[config.mk]
export PLATFORM = sky130hd
export DESIGN_NAME = sbm_master_port_flat
export DESIGN_NICKNAME = d
export VERILOG_FILES = /design/src/inc/sbm_pkg.sv /design/src/inc/sbm_link_if.sv /design/src/verilog/sbm_master_port.sv /design/src/flat_wrapper.sv
export SDC_FILE = /design/constraint.sdc
export NUM_CORES = 1
export LEC_CHECK = 0
export ABC_AREA = 1
export BUFFER_PORTS_ARGS = -buffer_cell sky130_fd_sc_hd__buf_2
export CORE_AREA = 3 3 167 169
export CTS_CLUSTER_DIAMETER = 80
export DETAILED_ROUTE_END_ITERATION = 8
export DIE_AREA = 0 0 170 172
export PLACE_DENSITY = 0.83
export SYNTH_ARGS = -nofsm -noshare
export SYNTH_HDL_FRONTEND = slang
export SYNTH_SLANG_ARGS = --single-unit
[constraint.sdc]
create_clock -name clk_sys -period 3.09 [get_ports clk_sys]
set_input_delay 0.1545 -clock clk_sys [delete_from_list [all_inputs] [get_ports clk_sys]]
set_output_delay 0.1545 -clock clk_sys [all_outputs]
set_load 0.02 [all_outputs]
[src/inc/sbm_pkg.sv]
// Shared constants, types and address decoding for the sequencer bus master port.
// Assumes one 100 MHz cluster bus clock shared by both ends of the link.
package sbm_pkg;

	localparam int ADDR_W = 16;
	localparam int DATA_W = 32;
	localparam int THR_W = 3;

	// Address map of the cluster register bus.
	localparam logic [3:0] CNV_PAGE = 4'hF;
	localparam logic [3:0] PROC_ONLY_PAGE = 4'hE;
	localparam logic [3:0] MULTI_WAIT_PAGE = 4'hD;
	localparam logic [7:0] ONE_WAIT_PAGE = 8'h00;

	// Wait cycles per class of target.
	localparam logic [3:0] WAIT_ZERO = 4'h0;
	localparam logic [3:0] WAIT_ONE = 4'h1;
	localparam logic [3:0] WAIT_MULTI = 4'h2;

	// Reset values.
	localparam logic [DATA_W-1:0] DATA_RST = 32'h00000000;
	localparam logic [ADDR_W-1:0] ADDR_RST = 16'h0000;

	typedef enum logic [2:0] {
		SBM_CLS_ZERO = 3'b000,
		SBM_CLS_ONE = 3'b001,
		SBM_CLS_MULTI = 3'b010,
		SBM_CLS_PROC_ONLY = 3'b011,
		SBM_CLS_CNV = 3'b100
	} sbm_class_t;

	function automatic sbm_class_t sbm_decode(input logic [ADDR_W-1:0] a);
		sbm_class_t c;
		c = SBM_CLS_ZERO;
		if (a[15:12] == CNV_PAGE) begin
			c = SBM_CLS_CNV;
		end else if (a[15:12] == PROC_ONLY_PAGE) begin
			c = SBM_CLS_PROC_ONLY;
		end else if (a[15:12] == MULTI_WAIT_PAGE) begin
			c = SBM_CLS_MULTI;
		end else if (a[15:8] == ONE_WAIT_PAGE) begin
			c = SBM_CLS_ONE;
		end
		return c;
	endfunction

	function automatic logic [3:0] sbm_waits(input sbm_class_t c);
		logic [3:0] w;
		w = WAIT_ZERO;
		case (c)
			SBM_CLS_ONE: begin
				w = WAIT_ONE;
			end
			SBM_CLS_MULTI, SBM_CLS_PROC_ONLY: begin
				w = WAIT_MULTI;
			end
			default: begin
				w = WAIT_ZERO;
			end
		endcase
		return w;
	endfunction

endpackage

[src/inc/sbm_link_if.sv]
// Link between the sequencer end and the bus master port end.
// Both ends run on clk_sys; the testbench instantiates and joins them.
`timescale 1ns/100ps
interface sbm_link_if;
	import sbm_pkg::*;
	logic req_valid;
	logic req_ready;
	logic req_we;
	logic [ADDR_W-1:0] req_addr;
	logic [DATA_W-1:0] req_wdata;
	logic [THR_W-1:0] req_thread;
	logic rsp_valid;
	logic [DATA_W-1:0] rsp_rdata;
	logic rsp_err;
	logic [THR_W-1:0] rsp_thread;
	logic cnv_valid;
	logic [DATA_W-1:0] cnv_rdata;
	logic [THR_W-1:0] cnv_thread;
	logic port_disable;

	modport dev (
		input req_valid, req_we, req_addr, req_wdata, req_thread, port_disable,
		output req_ready, rsp_valid, rsp_rdata, rsp_err, rsp_thread,
		output cnv_valid, cnv_rdata, cnv_thread
	);
	modport seq (
		output req_valid, req_we, req_addr, req_wdata, req_thread, port_disable,
		input req_ready, rsp_valid, rsp_rdata, rsp_err, rsp_thread,
		input cnv_valid, cnv_rdata, cnv_thread
	);
endinterface

[src/verilog/sbm_master_port.sv]
// Port and cluster bus mux: request buffers, converter bypass, arbiter.
// Assumes bus and converter read data stand in the last request cycle.
`timescale 1ns/100ps
// What this block does
// RULE1: Mux arbitrates processor and sequencer bus accesses.
// RULE2: Sequencer requests win over processor by default.
// RULE3: Access lasts one plus wait cycles of target.
// RULE4: Ordinary registers and converter reads take zero waits.
// RULE5: Special control registers take exactly one wait.
// RULE6: Memories and trigger registers take multiple waits.
// RULE7: Delayed sequencer requests wait in port buffers.
// RULE8: Converter range recognised and sent to converter.
// RULE9: Converter reads bypass buffers with zero wait.
// RULE10: Buffered access runs right after processor access.
// RULE11: Sender never fills more than one buffer.
// RULE12: Port disable is permanent, never toggled.
// RULE13: One channel per sequencer uses port.
// RULE14: Token holder keeps token until access completes.
// RULE15: Converter-only mode allows all channels reads.
// RULE16: Routing unit traffic is independent of port.
// RULE17: Queue and sequencer memory refused from sequencer.
// RULE18: Queued requests complete once, with correct data.
module sbm_master_port #(
	parameter int NBUF = 2,
	parameter logic [3:0] MULTI_WAITS = sbm_pkg::WAIT_MULTI
) (
	input wire logic clk_sys,
	input wire logic rst_n,
	sbm_link_if.dev link,
	input wire logic cpu_priority,
	input wire logic cpu_req,
	input wire logic cpu_we,
	input wire logic [sbm_pkg::ADDR_W-1:0] cpu_addr,
	input wire logic [sbm_pkg::DATA_W-1:0] cpu_wdata,
	output logic cpu_done,
	output logic [sbm_pkg::DATA_W-1:0] cpu_rdata,
	output logic bus_req,
	output logic bus_we,
	output logic [sbm_pkg::ADDR_W-1:0] bus_addr,
	output logic [sbm_pkg::DATA_W-1:0] bus_wdata,
	input wire logic [sbm_pkg::DATA_W-1:0] bus_rdata,
	output logic cnv_rd,
	output logic [sbm_pkg::ADDR_W-1:0] cnv_addr,
	input wire logic [sbm_pkg::DATA_W-1:0] cnv_rdata
);
	import sbm_pkg::*;
	localparam int PTR_W = (NBUF > 1) ? $clog2(NBUF) : 1;
	localparam logic [PTR_W:0] NBUF_C = (PTR_W+1)'(NBUF);
	typedef enum logic [1:0] {
		SBM_M_IDLE = 2'b00,
		SBM_M_BUSY = 2'b01
	} sbm_mux_state_t;
	// Request buffers; the routing unit has no path through here. [RULE16]
	logic buf_we_mem [NBUF];
	logic [ADDR_W-1:0] buf_addr_mem [NBUF];
	logic [DATA_W-1:0] buf_wdata_mem [NBUF];
	logic [THR_W-1:0] buf_thr_mem [NBUF];
	logic [PTR_W-1:0] wr_ptr_q, wr_ptr_d;
	logic [PTR_W-1:0] rd_ptr_q, rd_ptr_d;
	logic [PTR_W:0] count_q, count_d;
	logic ready_q, ready_d;
	logic push;
	logic pop;
	logic accept;
	logic req_is_cnv;
	sbm_mux_state_t state_q, state_d;
	logic owner_seq_q, owner_seq_d;
	logic [3:0] cnt_q, cnt_d;
	logic bus_req_q, bus_req_d;
	logic bus_we_q, bus_we_d;
	logic [ADDR_W-1:0] bus_addr_q, bus_addr_d;
	logic [DATA_W-1:0] bus_wdata_q, bus_wdata_d;
	logic [THR_W-1:0] cur_thr_q, cur_thr_d;
	logic cpu_done_q, cpu_done_d;
	logic [DATA_W-1:0] cpu_rdata_q, cpu_rdata_d;
	logic rsp_valid_q, rsp_valid_d;
	logic rsp_err_q, rsp_err_d;
	logic [DATA_W-1:0] rsp_rdata_q, rsp_rdata_d;
	logic [THR_W-1:0] rsp_thr_q, rsp_thr_d;
	logic cnv_rd_q, cnv_rd_d;
	logic [ADDR_W-1:0] cnv_addr_q, cnv_addr_d;
	logic [THR_W-1:0] cnv_thr_q, cnv_thr_d;
	logic cnv_valid_q, cnv_valid_d;
	logic [DATA_W-1:0] cnv_data_q, cnv_data_d;
	logic [THR_W-1:0] cnv_rthr_q, cnv_rthr_d;
	sbm_class_t head_cls;
	logic cpu_pend;
	function automatic logic [3:0] class_waits(input sbm_class_t c);
		return (c == SBM_CLS_MULTI || c == SBM_CLS_PROC_ONLY) ?
			MULTI_WAITS : sbm_waits(c);
	endfunction
	// Converter reads are found by their address page. [RULE8]
	assign req_is_cnv = (sbm_decode(link.req_addr) == SBM_CLS_CNV);
	assign accept = link.req_valid && ready_q;
	assign push = accept && !req_is_cnv;
	assign head_cls = sbm_decode(buf_addr_mem[rd_ptr_q]);
	// A processor request is not retaken in the cycle its completion shows.
	assign cpu_pend = cpu_req && !cpu_done_q;
	// Converter reads go out at once and answer the next cycle. [RULE9]
	always_comb begin
		cnv_rd_d = accept && req_is_cnv;
		cnv_addr_d = (accept && req_is_cnv) ? link.req_addr : cnv_addr_q;
		cnv_thr_d = (accept && req_is_cnv) ? link.req_thread : cnv_thr_q;
		cnv_valid_d = cnv_rd_q;
		cnv_data_d = cnv_rd_q ? cnv_rdata : cnv_data_q;
		cnv_rthr_d = cnv_rd_q ? cnv_thr_q : cnv_rthr_q;
	end
	always_comb begin
		state_d = state_q;
		owner_seq_d = owner_seq_q;
		cnt_d = cnt_q;
		bus_req_d = bus_req_q;
		bus_we_d = bus_we_q;
		bus_addr_d = bus_addr_q;
		bus_wdata_d = bus_wdata_q;
		cur_thr_d = cur_thr_q;
		cpu_done_d = 1'b0;
		cpu_rdata_d = cpu_rdata_q;
		rsp_valid_d = 1'b0;
		rsp_err_d = 1'b0;
		rsp_rdata_d = rsp_rdata_q;
		rsp_thr_d = rsp_thr_q;
		pop = 1'b0;
		case (state_q)
			SBM_M_IDLE: begin
				// Sequencer first unless processor priority is chosen. [RULE1] [RULE2]
				if (count_q != '0 && (!cpu_priority || !cpu_pend)) begin
					pop = 1'b1;
					rsp_thr_d = buf_thr_mem[rd_ptr_q];
					if (head_cls == SBM_CLS_PROC_ONLY) begin
						// Refused with an error and never put on the bus. [RULE17]
						rsp_valid_d = 1'b1;
						rsp_err_d = 1'b1;
						rsp_rdata_d = DATA_RST;
					end else begin
						state_d = SBM_M_BUSY;
						owner_seq_d = 1'b1;
						cnt_d = class_waits(head_cls); // [RULE3] [RULE4] [RULE5] [RULE6]
						bus_req_d = 1'b1;
						bus_we_d = buf_we_mem[rd_ptr_q];
						bus_addr_d = buf_addr_mem[rd_ptr_q];
						bus_wdata_d = buf_wdata_mem[rd_ptr_q];
						cur_thr_d = buf_thr_mem[rd_ptr_q];
					end
				end else if (cpu_pend) begin
					state_d = SBM_M_BUSY;
					owner_seq_d = 1'b0;
					cnt_d = class_waits(sbm_decode(cpu_addr)); // [RULE3]
					bus_req_d = 1'b1;
					bus_we_d = cpu_we;
					bus_addr_d = cpu_addr;
					bus_wdata_d = cpu_wdata;
				end
			end
			SBM_M_BUSY: begin
				if (cnt_q != WAIT_ZERO) begin
					cnt_d = cnt_q - 4'h1;
				end else begin
					// Back to idle, so a buffered access starts next cycle. [RULE10]
					state_d = SBM_M_IDLE;
					bus_req_d = 1'b0;
					if (owner_seq_q) begin
						rsp_valid_d = 1'b1;
						rsp_rdata_d = bus_we_q ? DATA_RST : bus_rdata;
						rsp_thr_d = cur_thr_q;
					end else begin
						cpu_done_d = 1'b1;
						cpu_rdata_d = bus_we_q ? DATA_RST : bus_rdata;
					end
				end
			end
			default: begin
				state_d = SBM_M_IDLE;
				bus_req_d = 1'b0;
			end
		endcase
	end
	// Pointers move once per push or pop, so nothing is lost or repeated. [RULE7] [RULE18]
	always_comb begin
		wr_ptr_d = wr_ptr_q;
		rd_ptr_d = rd_ptr_q;
		count_d = count_q;
		if (push) begin
			wr_ptr_d = (wr_ptr_q == PTR_W'(NBUF - 1)) ? '0 : wr_ptr_q + 1'b1;
		end
		if (pop) begin
			rd_ptr_d = (rd_ptr_q == PTR_W'(NBUF - 1)) ? '0 : rd_ptr_q + 1'b1;
		end
		if (push && !pop) begin
			count_d = count_q + 1'b1;
		end else if (pop && !push) begin
			count_d = count_q - 1'b1;
		end
		// Ready is registered, so it promises room for one more next cycle.
		ready_d = !link.port_disable && (count_d < NBUF_C);
	end
	always_ff @(posedge clk_sys) begin
		if (push) begin
			buf_we_mem[wr_ptr_q] <= link.req_we;
			buf_addr_mem[wr_ptr_q] <= link.req_addr;
			buf_wdata_mem[wr_ptr_q] <= link.req_wdata;
			buf_thr_mem[wr_ptr_q] <= link.req_thread;
		end
	end
	always_ff @(posedge clk_sys or negedge rst_n) begin
		if (!rst_n) begin
			wr_ptr_q <= '0;
			rd_ptr_q <= '0;
			count_q <= '0;
			ready_q <= 1'b0;
			state_q <= SBM_M_IDLE;
			owner_seq_q <= 1'b0;
			cnt_q <= WAIT_ZERO;
			bus_req_q <= 1'b0;
			bus_we_q <= 1'b0;
			bus_addr_q <= ADDR_RST;
			bus_wdata_q <= DATA_RST;
			cur_thr_q <= '0;
			cpu_done_q <= 1'b0;
			cpu_rdata_q <= DATA_RST;
			rsp_valid_q <= 1'b0;
			rsp_err_q <= 1'b0;
			rsp_rdata_q <= DATA_RST;
			rsp_thr_q <= '0;
			cnv_rd_q <= 1'b0;
			cnv_addr_q <= ADDR_RST;
			cnv_thr_q <= '0;
			cnv_valid_q <= 1'b0;
			cnv_data_q <= DATA_RST;
			cnv_rthr_q <= '0;
		end else begin
			wr_ptr_q <= wr_ptr_d;
			rd_ptr_q <= rd_ptr_d;
			count_q <= count_d;
			ready_q <= ready_d;
			state_q <= state_d;
			owner_seq_q <= owner_seq_d;
			cnt_q <= cnt_d;
			bus_req_q <= bus_req_d;
			bus_we_q <= bus_we_d;
			bus_addr_q <= bus_addr_d;
			bus_wdata_q <= bus_wdata_d;
			cur_thr_q <= cur_thr_d;
			cpu_done_q <= cpu_done_d;
			cpu_rdata_q <= cpu_rdata_d;
			rsp_valid_q <= rsp_valid_d;
			rsp_err_q <= rsp_err_d;
			rsp_rdata_q <= rsp_rdata_d;
			rsp_thr_q <= rsp_thr_d;
			cnv_rd_q <= cnv_rd_d;
			cnv_addr_q <= cnv_addr_d;
			cnv_thr_q <= cnv_thr_d;
			cnv_valid_q <= cnv_valid_d;
			cnv_data_q <= cnv_data_d;
			cnv_rthr_q <= cnv_rthr_d;
		end
	end
	assign link.req_ready = ready_q;
	assign link.rsp_valid = rsp_valid_q;
	assign link.rsp_err = rsp_err_q;
	assign link.rsp_rdata = rsp_rdata_q;
	assign link.rsp_thread = rsp_thr_q;
	assign link.cnv_valid = cnv_valid_q;
	assign link.cnv_rdata = cnv_data_q;
	assign link.cnv_thread = cnv_rthr_q;
	assign cpu_done = cpu_done_q;
	assign cpu_rdata = cpu_rdata_q;
	assign bus_req = bus_req_q;
	assign bus_we = bus_we_q;
	assign bus_addr = bus_addr_q;
	assign bus_wdata = bus_wdata_q;
	assign cnv_rd = cnv_rd_q;
	assign cnv_addr = cnv_addr_q;
endmodule

[src/flat_wrapper.sv]
// flat-port wrapper written by rule: the top's interface ports become plain ports
module sbm_master_port_flat import sbm_pkg::*;
#(
	parameter int NBUF = 2,
	parameter logic [3:0] MULTI_WAITS = sbm_pkg::WAIT_MULTI
)
  (clk_sys, rst_n, cpu_priority, cpu_req, cpu_we, cpu_addr, cpu_wdata, cpu_done, cpu_rdata, bus_req, bus_we, bus_addr, bus_wdata, bus_rdata, cnv_rd, cnv_addr, cnv_rdata, link_req_valid, link_req_we, link_req_addr, link_req_wdata, link_req_thread, link_port_disable, link_req_ready, link_rsp_valid, link_rsp_rdata, link_rsp_err, link_rsp_thread, link_cnv_valid, link_cnv_rdata, link_cnv_thread);
  sbm_link_if link_i ();
  input wire logic clk_sys;
  input wire logic rst_n;
  input wire logic cpu_priority;
  input wire logic cpu_req;
  input wire logic cpu_we;
  input wire logic [sbm_pkg::ADDR_W-1:0] cpu_addr;
  input wire logic [sbm_pkg::DATA_W-1:0] cpu_wdata;
  output logic cpu_done;
  output logic [sbm_pkg::DATA_W-1:0] cpu_rdata;
  output logic bus_req;
  output logic bus_we;
  output logic [sbm_pkg::ADDR_W-1:0] bus_addr;
  output logic [sbm_pkg::DATA_W-1:0] bus_wdata;
  input wire logic [sbm_pkg::DATA_W-1:0] bus_rdata;
  output logic cnv_rd;
  output logic [sbm_pkg::ADDR_W-1:0] cnv_addr;
  input wire logic [sbm_pkg::DATA_W-1:0] cnv_rdata;
  input wire logic [$bits(link_i.req_valid)-1:0] link_req_valid;
  input wire logic [$bits(link_i.req_we)-1:0] link_req_we;
  input wire logic [$bits(link_i.req_addr)-1:0] link_req_addr;
  input wire logic [$bits(link_i.req_wdata)-1:0] link_req_wdata;
  input wire logic [$bits(link_i.req_thread)-1:0] link_req_thread;
  input wire logic [$bits(link_i.port_disable)-1:0] link_port_disable;
  output wire logic [$bits(link_i.req_ready)-1:0] link_req_ready;
  output wire logic [$bits(link_i.rsp_valid)-1:0] link_rsp_valid;
  output wire logic [$bits(link_i.rsp_rdata)-1:0] link_rsp_rdata;
  output wire logic [$bits(link_i.rsp_err)-1:0] link_rsp_err;
  output wire logic [$bits(link_i.rsp_thread)-1:0] link_rsp_thread;
  output wire logic [$bits(link_i.cnv_valid)-1:0] link_cnv_valid;
  output wire logic [$bits(link_i.cnv_rdata)-1:0] link_cnv_rdata;
  output wire logic [$bits(link_i.cnv_thread)-1:0] link_cnv_thread;
  assign link_i.req_valid = link_req_valid;
  assign link_i.req_we = link_req_we;
  assign link_i.req_addr = link_req_addr;
  assign link_i.req_wdata = link_req_wdata;
  assign link_i.req_thread = link_req_thread;
  assign link_i.port_disable = link_port_disable;
  assign link_req_ready = link_i.req_ready;
  assign link_rsp_valid = link_i.rsp_valid;
  assign link_rsp_rdata = link_i.rsp_rdata;
  assign link_rsp_err = link_i.rsp_err;
  assign link_rsp_thread = link_i.rsp_thread;
  assign link_cnv_valid = link_i.cnv_valid;
  assign link_cnv_rdata = link_i.cnv_rdata;
  assign link_cnv_thread = link_i.cnv_thread;
  sbm_master_port #(.NBUF(NBUF), .MULTI_WAITS(MULTI_WAITS)) u_core (.clk_sys(clk_sys), .rst_n(rst_n), .link(link_i), .cpu_priority(cpu_priority), .cpu_req(cpu_req), .cpu_we(cpu_we), .cpu_addr(cpu_addr), .cpu_wdata(cpu_wdata), .cpu_done(cpu_done), .cpu_rdata(cpu_rdata), .bus_req(bus_req), .bus_we(bus_we), .bus_addr(bus_addr), .bus_wdata(bus_wdata), .bus_rdata(bus_rdata), .cnv_rd(cnv_rd), .cnv_addr(cnv_addr), .cnv_rdata(cnv_rdata));
endmodule
==> impl_metrics.yaml, run 1 <==
final_layout:
  drive_above_1_share_pct: 28.5
  multi_input_area_um2: 3590
  area_delta_synth_final_pct: 39.4
  utilization_pct: 62.3
  layoutNonFillerInstCount: 2014
  regArea_um2: 7850
  nets: 1820
  fillerInstances: 1917
critical_path:
  startpoint_type: "register"
  r2r_setup_slack_ns: 0.76
  required_ns: 3.57
  cp_common_cell: "nand2_1"
  crit_end: "u_core.bus_wdata[8]$_DFFE_PN0P_"
  critical_path_arrival_ns: 2.81
  worstPathMaxFanout: 55
  startpoint: "u_core.rd_ptr_q$_DFFE_PN0P_"
  crit_family: "simple AND/OR/NAND/NOR gates"
  rr_worst_depth: 9
  critPathKind: "reg2reg"
  crit_cells: 9
  max_stage_delay_ns: 0.61
  critical_path_buf_inv_count: 2
  r2r-start: "u_core.rd_ptr_q$_DFFE_PN0P_"
  path_cells: "inv_4, nand2_1, nand2_1, nor2_4, nand2_1, nand2_2, buf_4, nand3_1, nand2_1"
  r2r-end: "u_core.bus_wdata[8]$_DFFE_PN0P_"
  cp-end-kind: "register"
  crit_slowest_cell: "dfrtp_2"
timing:
  fin_worst_skew_ns: 0.0145
  rsz0062_at_grt: "no"
  setup_viol: 0
  period_share_pct: 75.4
  max_slew_margin_pct: 41.9
  drv_slew: 0
  setup_tns_ns: 0
  final_period_minus_worst_setup_slack_ns: 2.33
  worstMarginPinSlew_ns: 0.870
  finalHoldViolations: 0
  max_freq_mhz: 429
synth:
  syn_area_per_cell_um2: 10.4
  syn_nets: 1325
  syn_inst: 1150
  netlist_area_um2: 12000
  synth-seq-cells: 293
  yosysSeqAreaShare_pct: 65.7
  ys_warn_count: 0
  synthDistinctLibCells: 31
cts:
  cts_resized: 0
  cts_post_setup_buffers_inserted: 0
  clock_latency_ns: 0.55
  ctsRootBufferMaster: "clkbuf_16"
  cts_tree: "built"
  cts_max_path_buffers: 3
  h-tree-depth: 1
  clkTransAtPathRegs_ns: 0.07
  numCtsBuffers: 30
  clock-sinks: 293
global_routing:
  grt_usage_pct: 24.7
  grt_pass1_wl_um: 57500
  grt_pass1_vias: 10874
  overflow: 0
  antenna_found_initial: 3
  grt_max_degree: 95
status:
  status: "finished clean"
floorplan:
  dieHeight_um: 172
  pin_count: 345
  std_cell_rows: 60
  fp.dieArea_um2: 29200
  initial_utilization_pct: 44.7
  die_w_um: 170
  core_area_um2: 26700
power_and_ir_drop:
  p_switching_mw: 6.24
  p_comb_share_pct: 38.1
  p_leak_nw: 8.27
  p_int_mw: 9.47
  pwr-share-seq_pct: 37.9
  clockPowerShare_pct: 23.9
  vdd_drop_max_mv: 0.596
  powerDensity_nw_per_um2: 943
  switching_share_pct: 39.7
routing:
  wl_per_cell_um: 18.6
  drc: 0
  drtAntennaViolNets: 0
  vias: 10563
  drtIter0Drc: 816
  vias_per_cell: 5.24
  first_pass_iters: 5
  wl_um: 37400
place:
  post-dp-hpwl_um: 22100
  numPortBuffers: 344
  dp_cells: 1789
  place_congestion: 0.839
run:
  max_cap_viol_count: 0
hold_path:
  hold_path.class: "in2reg"
==> worst min-delay path by stage <==
stage                            start                                    end  depth (start not counted)
after global routing      cpu_addr[10]        u_core.bus_addr[10]$_DFFE_PN0P_                          5
after floorplan                  rst_n         u_core.bus_addr[0]$_DFFE_PN0P_                          0
after global placement           rst_n       u_core.cpu_rdata[15]$_DFFE_PN0P_                          1
final                           cpu_we              u_core.bus_we$_DFFE_PN0P_                          5
after detailed placement         rst_n  u_core.link.rsp_rdata[15]$_DFFE_PN0P_                          1
after CTS                       cpu_we              u_core.bus_we$_DFFE_PN0P_                          5
==> cell usage after synthesis <==
master / count / share of area, %
buf_1: 3 / 0.094
clkbuf_1: 24 / 0.75
nand3_1: 99 / 4.1
a21oi_1: 6 / 0.25
xnor2_1: 2 / 0.15
ha_1: 4 / 0.42
or2_2: 4 / 0.21
nor2_2: 3 / 0.16
nor2_1: 123 / 3.9
edfxtp_1: 104 / 26
o21ai_1: 21 / 0.88
nor3_1: 1 / 0.042
xor2_1: 1 / 0.073
inv_2: 9 / 0.28
inv_4: 1 / 0.052
dfrtp_1: 189 / 40
nand2_2: 3 / 0.16
and2_0: 1 / 0.052
nand4_1: 2 / 0.10
o31ai_1: 60 / 3.8
nand4_2: 2 / 0.21
or2_1: 1 / 0.052
o21ai_0: 14 / 0.59
nor2_4: 1 / 0.094
mux2_2: 35 / 3.3
o211ai_1: 1 / 0.063
nand2_1: 356 / 11
buf_6: 6 / 0.57
inv_1: 40 / 1.3
buf_2: 28 / 1.2
buf_4: 6 / 0.38
==> final cells by class <==
type                            instances  share of cell area, %
Sequential cell                       293                   47.1
Multi-Input combinational cell        740                   21.6
Timing Repair Buffer                  530                   21.4
Clock buffer                           38                   4.81
Tap cell                              341                   2.56
Clock inverter                         18                   1.32
Inverter                               50                   1.14
Antenna cell                            4                 0.0601
==> registers in the layout, summed over array words and instances (netlist names), 2 cells and up <==
register	count
u_core.buf_wdata_mem	64
u_core.buf_addr_mem	32
u_core.bus_wdata	32
u_core.cpu_rdata	32
u_core.link.cnv_rdata	32
u_core.link.rsp_rdata	32
u_core.bus_addr	16
u_core.cnv_addr	16
u_core.buf_thr_mem	6
u_core.cnt_q	4
u_core.cnv_thr_q	3
u_core.cur_thr_q	3
u_core.link.cnv_thread	3
u_core.link.rsp_thread	3
u_core.buf_we_mem	2
u_core.count_q	2
==> cells by family after synthesis <==
logic type      share of synthesized area (%)
mux                                      3.30
fa+ha+maj                               0.419
simple gates                             20.3
flops                                    65.7
compound gates                           5.55
xor+xnor                                0.220
buf+inv                                  4.55
==> power by group through the flow <==
stage / combinational (mW) / sequential, mW / clock [mW]
final: 5.99 / 5.96 / 3.76
after global routing: 6.57 / 6.07 / 4.00
after CTS: 5.92 / 5.91 / 3.80
after detailed placement: 5.72 / 5.96 / 0
after global placement: 5.56 / 5.93 / 0
after floorplan: 2.72 / 6.95 / 0
==> repair_timing <==
action	in CTS	in global routing
setup endpoints to repair	0	0
hold buffers	165	0
hold endpoints to repair	355	0
==> metal layers <==
metal / wire length [µm] / track usage, % / vias up / share of wire [%]
met5: 0 / 0 / - / 0
met4: 1600 / 10.8 / 0 / 4.3
met3: 3320 / 5.40 / 124 / 8.9
met2: 18500 / 43.4 / 634 / 50
met1: 14000 / 29.5 / 5000 / 37
li1: - / - / 4805 / -
==> tightest hold or removal path, cell delays in order <==
cell     delay [ns]
buf_2          0.09
nand2_1        0.07
nand2_1        0.12
nand2_1        0.06
o21ai_1        0.06
==> stage by stage <==
step / area, µm² / power [mW] / hold WS [ns] / setup slack (ns)
2_1_floorplan: 12000 / 9.67 / -0.141 / 0.601
3_3_place_gp: 14000 / 11.5 / 0.266 / 0.930
3_5_place_dp: 14000 / 11.7 / 0.287 / 0.872
4_1_cts: 16600 / 15.6 / 0.0287 / 0.835
5_1_grt: 16700 / 16.6 / 0.0559 / 0.569
6_report: 16700 / 15.7 / 0.0527 / 0.759
==> cells in the final DEF (no fill, tap or decap), drive strengths merged, types with 2 or more instances in the layout <==
master and n:
clkbuf 39, nand3 99, nor2 127, buf 364, clkinvlp 2, o31ai 60
dfrtp 189, a21oi 6, dlygate4sd3 165, clkinv 10, bufinv 5, nand4 4
mux2 35, diode 4, o21ai 35, ha 4, inv 51, edfxtp 104
nand2 359, xnor2 2, or2 5
(Power assumes the default switching activity.)
==> run 2, diff against run 1 <==
==> constraint.sdc (replaced) <==
create_clock -name clk_sys -period 2 [get_ports clk_sys]
set_input_delay 0.1 -clock clk_sys [delete_from_list [all_inputs] [get_ports clk_sys]]
set_output_delay 0.1 -clock clk_sys [all_outputs]
set_load 0.02 [all_outputs]
==> run 2 against run 1 <==
Effect of this change:
- cell count grew 0.65%
- largest power group unchanged
- clock skew shrank 0.0027 ns
- via count grew 0.80%
- combinational power grew 59%
- routed wire length shrank 0.26%
- design area grew 1.0%
==> impl_metrics.yaml, run 2 (synthesis gave the netlist of run 1 again) <==
final_layout:
  utilization_pct: 63.0
  layoutNonFillerInstCount: 2027
  nets: 1833
  drive_above_1_share_pct: 29.1
  largest_reg_flops: 64
  top_register: "u_core.buf_wdata_mem"
  layout_commonest_cell: "nand2_1"
  fin_area_um2: 16800
  mostFrequentLayoutCells: "nand2_1, buf_2, dfrtp_1"
  area_delta_synth_final_pct: 40.8
cts:
  cts_max_path_buffers: 3
  cts_tree: "built"
  ctsRootBufferMaster: "clkbuf_16"
  numCtsBuffers: 31
  clkTransAtPathRegs_ns: 0.06
  h-tree-depth: 1
  clock_latency_ns: 0.56
  clock-sinks: 293
global_routing:
  grt_usage_pct: 24.6
  grt_max_degree: 76
  overflow: 0
  grt_pass1_wl_um: 57200
  grt_pass1_vias: 10625
  antenna_found_initial: 3
floorplan:
  pin_count: 345
  fp.dieArea_um2: 29200
  dieHeight_um: 172
  die_w_um: 170
  core_area_um2: 26700
  initial_utilization_pct: 44.7
  std_cell_rows: 60
timing:
  period_share_pct: 88.8
  worstMarginPinSlew_ns: 0.509
  setup_ws_ns: 0.225
  setup_tns_ns: 0
  final_period_minus_worst_setup_slack_ns: 1.78
  finalHoldViolations: 0
  fin_worst_skew_ns: 0.0119
  max_freq_mhz: 563
  rsz0062_at_grt: "no"
  max_slew_margin_pct: 66.1
  setup_viol: 0
  drv_slew: 0
critical_path:
  worstPathMaxFanout: 13
  critPathKind: "reg2out"
  path_cells: "buf_4, buf_2"
  required_ns: 1.90
  crit_slowest_cell: "dfrtp_1"
  cp-end-kind: "primary output"
  r2r_setup_slack_ns: 0.23
  max_stage_delay_ns: 0.62
  critical_path_arrival_ns: 1.68
  startpoint_type: "register"
routing:
  wl_per_cell_um: 18.4
  wl_um: 37400
  vias_per_cell: 5.25
  drtIter0Drc: 1034
  drtAntennaViolNets: 0
  first_pass_iters: 6
  vias: 10648
  drc: 0
status:
  status: "finished clean"
place:
  placed_area_um2: 14100
  pre_cts_slack_ns: 0.123
  numPortBuffers: 344
  place_congestion: 0.826
  dp_cells: 1800
  post-dp-hpwl_um: 22400
power_and_ir_drop:
  vdd_drop_max_mv: 0.822
  p_leak_nw: 8.36
  powerDensity_nw_per_um2: 1450
run:
  max_cap_viol_count: 0
hold_path:
  hold_path.class: "in2async"
## run 2: changes by cell type in the layout (fill, tap and decap cells not counted), sizes merged
cell	previous run	this run
buf	364	375
clkinv	10	13
diode	4	3
clkbuf	39	38
inv	51	54
dlygate4sd3	165	166
bufinv	5	3
clkinvlp	2	1
## run 2: final cells by class
type                       count  area (µm²)
tap                          341         427
multi-input combinational    740        3600
sequential                   293        7850
clock inverter                21         198
clock buffer                  37         818
antenna                        3        7.51
timing repair buffer         542        3730
inverter                      50         193
fill                        1972        9900
## run 2: repair_timing
item	CTS	global route
endpoints found under the setup margin	0	52
setup buffers	0	0
gates resized for setup	0	3
hold endpoints to repair	453	0
hold buffers	166	0
## run 2: worst max-delay path, delay by kind of cell (launching register included)
family | cells | cell delay (ns)
buffers and inverters | 2 | 0.50
flip-flops | 1 | 0.62
## run 2: metrics by stage
step	hold slack, ns	power (mW)
6_report	0.0428	24.4
5_1_grt	0.0621	25.8
4_1_cts	0.0309	24.3
3_5_place_dp	0.0596	18.2
3_3_place_gp	0.0601	18.0
2_1_floorplan	-0.196	14.9
## run 2: where the power goes
group	internal, mW	total [mW]	switching [mW]	leakage (nW)
Sequential	8.08	9.14	1.06	3.36
Combinational	3.23	9.52	6.28	4.50
Clock	3.32	5.73	2.41	0.504
## run 2: per-layer routing
layer / track usage [%] / part of all wire [%]
met5: 0 / 0
met3: 5.05 / 8.6
met1: 30.7 / 38
met4: 8.82 / 3.6
met2: 42.9 / 50
## run 2: worst paths after layout
check / endpoint / depth (start not counted) / start
max in group asynchronous: u_core.bus_wdata[28]$_DFFE_PN0P_ / 3 / rst_n
max reg2reg: u_core.link.rsp_rdata[29]$_DFFE_PN0P_ / 9 / u_core.count_q[0]$_DFFE_PN0P_
min reg2reg: u_core.cnv_addr[11]$_DFFE_PN0P_ / 2 / u_core.cnv_addr[11]$_DFFE_PN0P_
min: u_core.cpu_rdata[15]$_DFFE_PN0P_ / 2 / rst_n
max: bus_req / 2 / u_core.bus_req$_DFFE_PN0P_
min in group clk_sys: u_core.bus_req$_DFFE_PN0P_ / 5 / cpu_req
==> run 3, diff against run 2 <==
--- a/config.mk
+++ b/config.mk
@@ -7,11 +7,12 @@
 export LEC_CHECK = 0
 export ABC_AREA = 1
 export BUFFER_PORTS_ARGS = -buffer_cell sky130_fd_sc_hd__buf_2
-export CORE_AREA = 3 3 167 169
+export CORE_AREA = 3 3 128 222
 export CTS_CLUSTER_DIAMETER = 80
 export DETAILED_ROUTE_END_ITERATION = 8
-export DIE_AREA = 0 0 170 172
+export DIE_AREA = 0 0 131 225
 export PLACE_DENSITY = 0.83
+export SKIP_LAST_GASP = 1
 export SYNTH_ARGS = -nofsm -noshare
 export SYNTH_HDL_FRONTEND = slang
 export SYNTH_SLANG_ARGS = --single-unit
==> run 3 against run 2 <==
Effect of this change:
- combinational power barely moved
- sequential cell count did not move
- register-to-register slack got worse by 0.06 ns
- die area rose by 0.80%
- sequential share of layout area rose by 0.21 points
- count of clock-buffer cells in the layout fell by 2
- via count rose by 0.20%
- highest routed layer is now met5
==> impl_metrics.yaml, run 3 (synthesis gave the netlist of run 1 again) <==
timing:
  fin_worst_skew_ns: 0.0159
  final_period_minus_worst_setup_slack_ns: 1.83
  rsz0062_at_grt: "yes"
  setup_viol: 0
  max_slew_margin_pct: 59.0
  max_freq_mhz: 546
  finalHoldViolations: 0
  drv_slew: 0
  period_share_pct: 91.6
  worstMarginPinSlew_ns: 0.614
floorplan:
  std_cell_rows: 79
  initial_utilization_pct: 44.6
  dieHeight_um: 225
  fp.dieArea_um2: 29500
  die_w_um: 131
  core_area_um2: 26800
  pin_count: 345
global_routing:
  overflow: 0
  use_met3_pct: 5.79
  antenna_found_initial: 6
  grt_pass1_wl_um: 59900
  top_usage_layer: "met2"
  grt_usage_pct: 26.1
  grtUsageMet1_pct: 27.4
  grt_pass1_vias: 11287
  use_met2_pct: 46.5
  grt_max_degree: 59
power_and_ir_drop:
  p_leak_nw: 8.29
  powerDensity_nw_per_um2: 1430
  vdd_drop_max_mv: 1.07
  finalPower_mw: 24.0
routing:
  wl_um: 39100
  drtIter0Drc: 763
  drtAntennaViolNets: 0
  vias: 10669
  wl_per_cell_um: 19.2
  vias_per_cell: 5.24
  drc: 0
  first_pass_iters: 5
final_layout:
  fin_area_um2: 16700
  drive_above_1_share_pct: 28.5
  area_delta_synth_final_pct: 40.1
  nets: 1824
  top_register: "u_core.buf_wdata_mem"
  largest_reg_flops: 64
  layout_commonest_cell: "nand2_1"
  mostFrequentLayoutCells: "nand2_1, buf_2, dfrtp_1"
  utilization_pct: 62.5
cts:
  clock_latency_ns: 0.54
  cts_max_path_buffers: 3
  cts_post_setup_buffers_inserted: 0
  h-tree-depth: 1
  clock-sinks: 293
  clkTransAtPathRegs_ns: 0.07
  ctsRootBufferMaster: "clkbuf_16"
  numCtsBuffers: 27
  cts_tree: "built"
place:
  post-dp-hpwl_um: 23400
  place_congestion: 0.870
  placed_area_um2: 14100
  numPortBuffers: 344
critical_path:
  cp_common_cell: "nand2_1"
  r2r-end: "u_core.bus_wdata[29]$_DFFE_PN0P_"
  r2r_setup_slack_ns: 0.17
  path_cells: "inv_4, nand2_1, nand2_2, nor2_2, nand2_1, nand2_2, buf_4, nand3_1, nand2_1"
  worstPathMaxFanout: 42
  rr_worst_depth: 9
  max_stage_delay_ns: 0.45
  cp-end-kind: "register"
  crit_family: "simple AND/OR/NAND/NOR gates"
  crit_slowest_cell: "dfrtp_2"
  startpoint: "u_core.rd_ptr_q$_DFFE_PN0P_"
  crit_end: "u_core.bus_wdata[29]$_DFFE_PN0P_"
  critPathKind: "reg2reg"
  critical_path_buf_inv_count: 2
  startpoint_type: "register"
  crit_cells: 9
  critical_path_arrival_ns: 2.29
  r2r-start: "u_core.rd_ptr_q$_DFFE_PN0P_"
  required_ns: 2.46
run:
  max_cap_viol_count: 0
status:
  status: "finished clean"
hold_path:
  hold_path.class: "in2reg"
run 3: changes by cell type in the layout (fill, tap and decap cells not counted), moves of 2 or more:
cell and delta:
inv_6 -2, diode_2 +2, buf_4 -9, clkinv_4 -2
dlygate4sd3_1 +2, clkinv_2 -2, clkbuf_1 -2
run 3: tightest hold or removal path: cells and delay by family:
family	cells	cell delay [ns]
buffers and inverters	1	0.09
and+or+nand+nor	4	0.36
run 3: repair_timing:
action                                  CTS  global route
hold buffers                            168             0
gates resized for setup                   0             4
endpoints found under the hold margin   393             0
endpoints found under the setup margin    0            23
run 3: stage by stage:
| step | setup TNS (ns) | hold WS [ns] | setup WS [ns] | instances |
|---|---|---|---|---|
| floorplan | -50.23 | -0.196 | -0.489 | 1150 |
| global placement | 0 | 0.132 | 0.239 | 1816 |
| detailed placement | 0 | 0.126 | 0.178 | 1816 |
| CTS | 0 | 0.0525 | 0.155 | 2033 |
| global route | -0.00383 | 0.0959 | -0.00383 | 2038 |
| finish | 0 | 0.0744 | 0.168 | 2038 |
run 3: worst min path at each step:
stage / start / endpoint / slack [ns] / cells past startpoint
2_1_floorplan: rst_n / u_core.bus_addr[0]$_DFFE_PN0P_ / -0.20 / 0
3_3_place_gp: rst_n / u_core.cpu_rdata[26]$_DFFE_PN0P_ / 0.13 / 1
3_5_place_dp: rst_n / u_core.cpu_rdata[12]$_DFFE_PN0P_ / 0.13 / 1
4_1_cts: link_req_valid / u_core.cnv_addr[8]$_DFFE_PN0P_ / 0.05 / 5
5_1_grt: link_req_valid / u_core.cnv_addr[9]$_DFFE_PN0P_ / 0.1 / 5
6_report: link_req_valid / u_core.cnv_addr[9]$_DFFE_PN0P_ / 0.07 / 5
run 3: area by class of cell:
class | instances | area [µm²]
inverter | 50 | 193
sequential | 293 | 7850
clock inverter | 14 | 123
clock buffer | 35 | 800
multi-input combinational | 740 | 3600
fill | 2012 | 10000
tap | 364 | 455
antenna | 5 | 12.5
timing repair buffer | 537 | 3720
run 3: power breakdown:
part | leakage [nW] | internal, mW | total (mW) | switching [mW]
Combinational | 4.48 | 3.17 | 9.49 | 6.32
Sequential | 3.36 | 8.08 | 9.20 | 1.12
Clock | 0.457 | 3.08 | 5.33 | 2.25
Total | 8.29 | 14.3 | 24.0 | 9.69
run 3: layer usage:
layer / vias to the layer above / wire, µm
met5: - / 13
met4: 2 / 2630
met3: 173 / 3000
met2: 644 / 20200
met1: 5040 / 13300
li1: 4810 / -
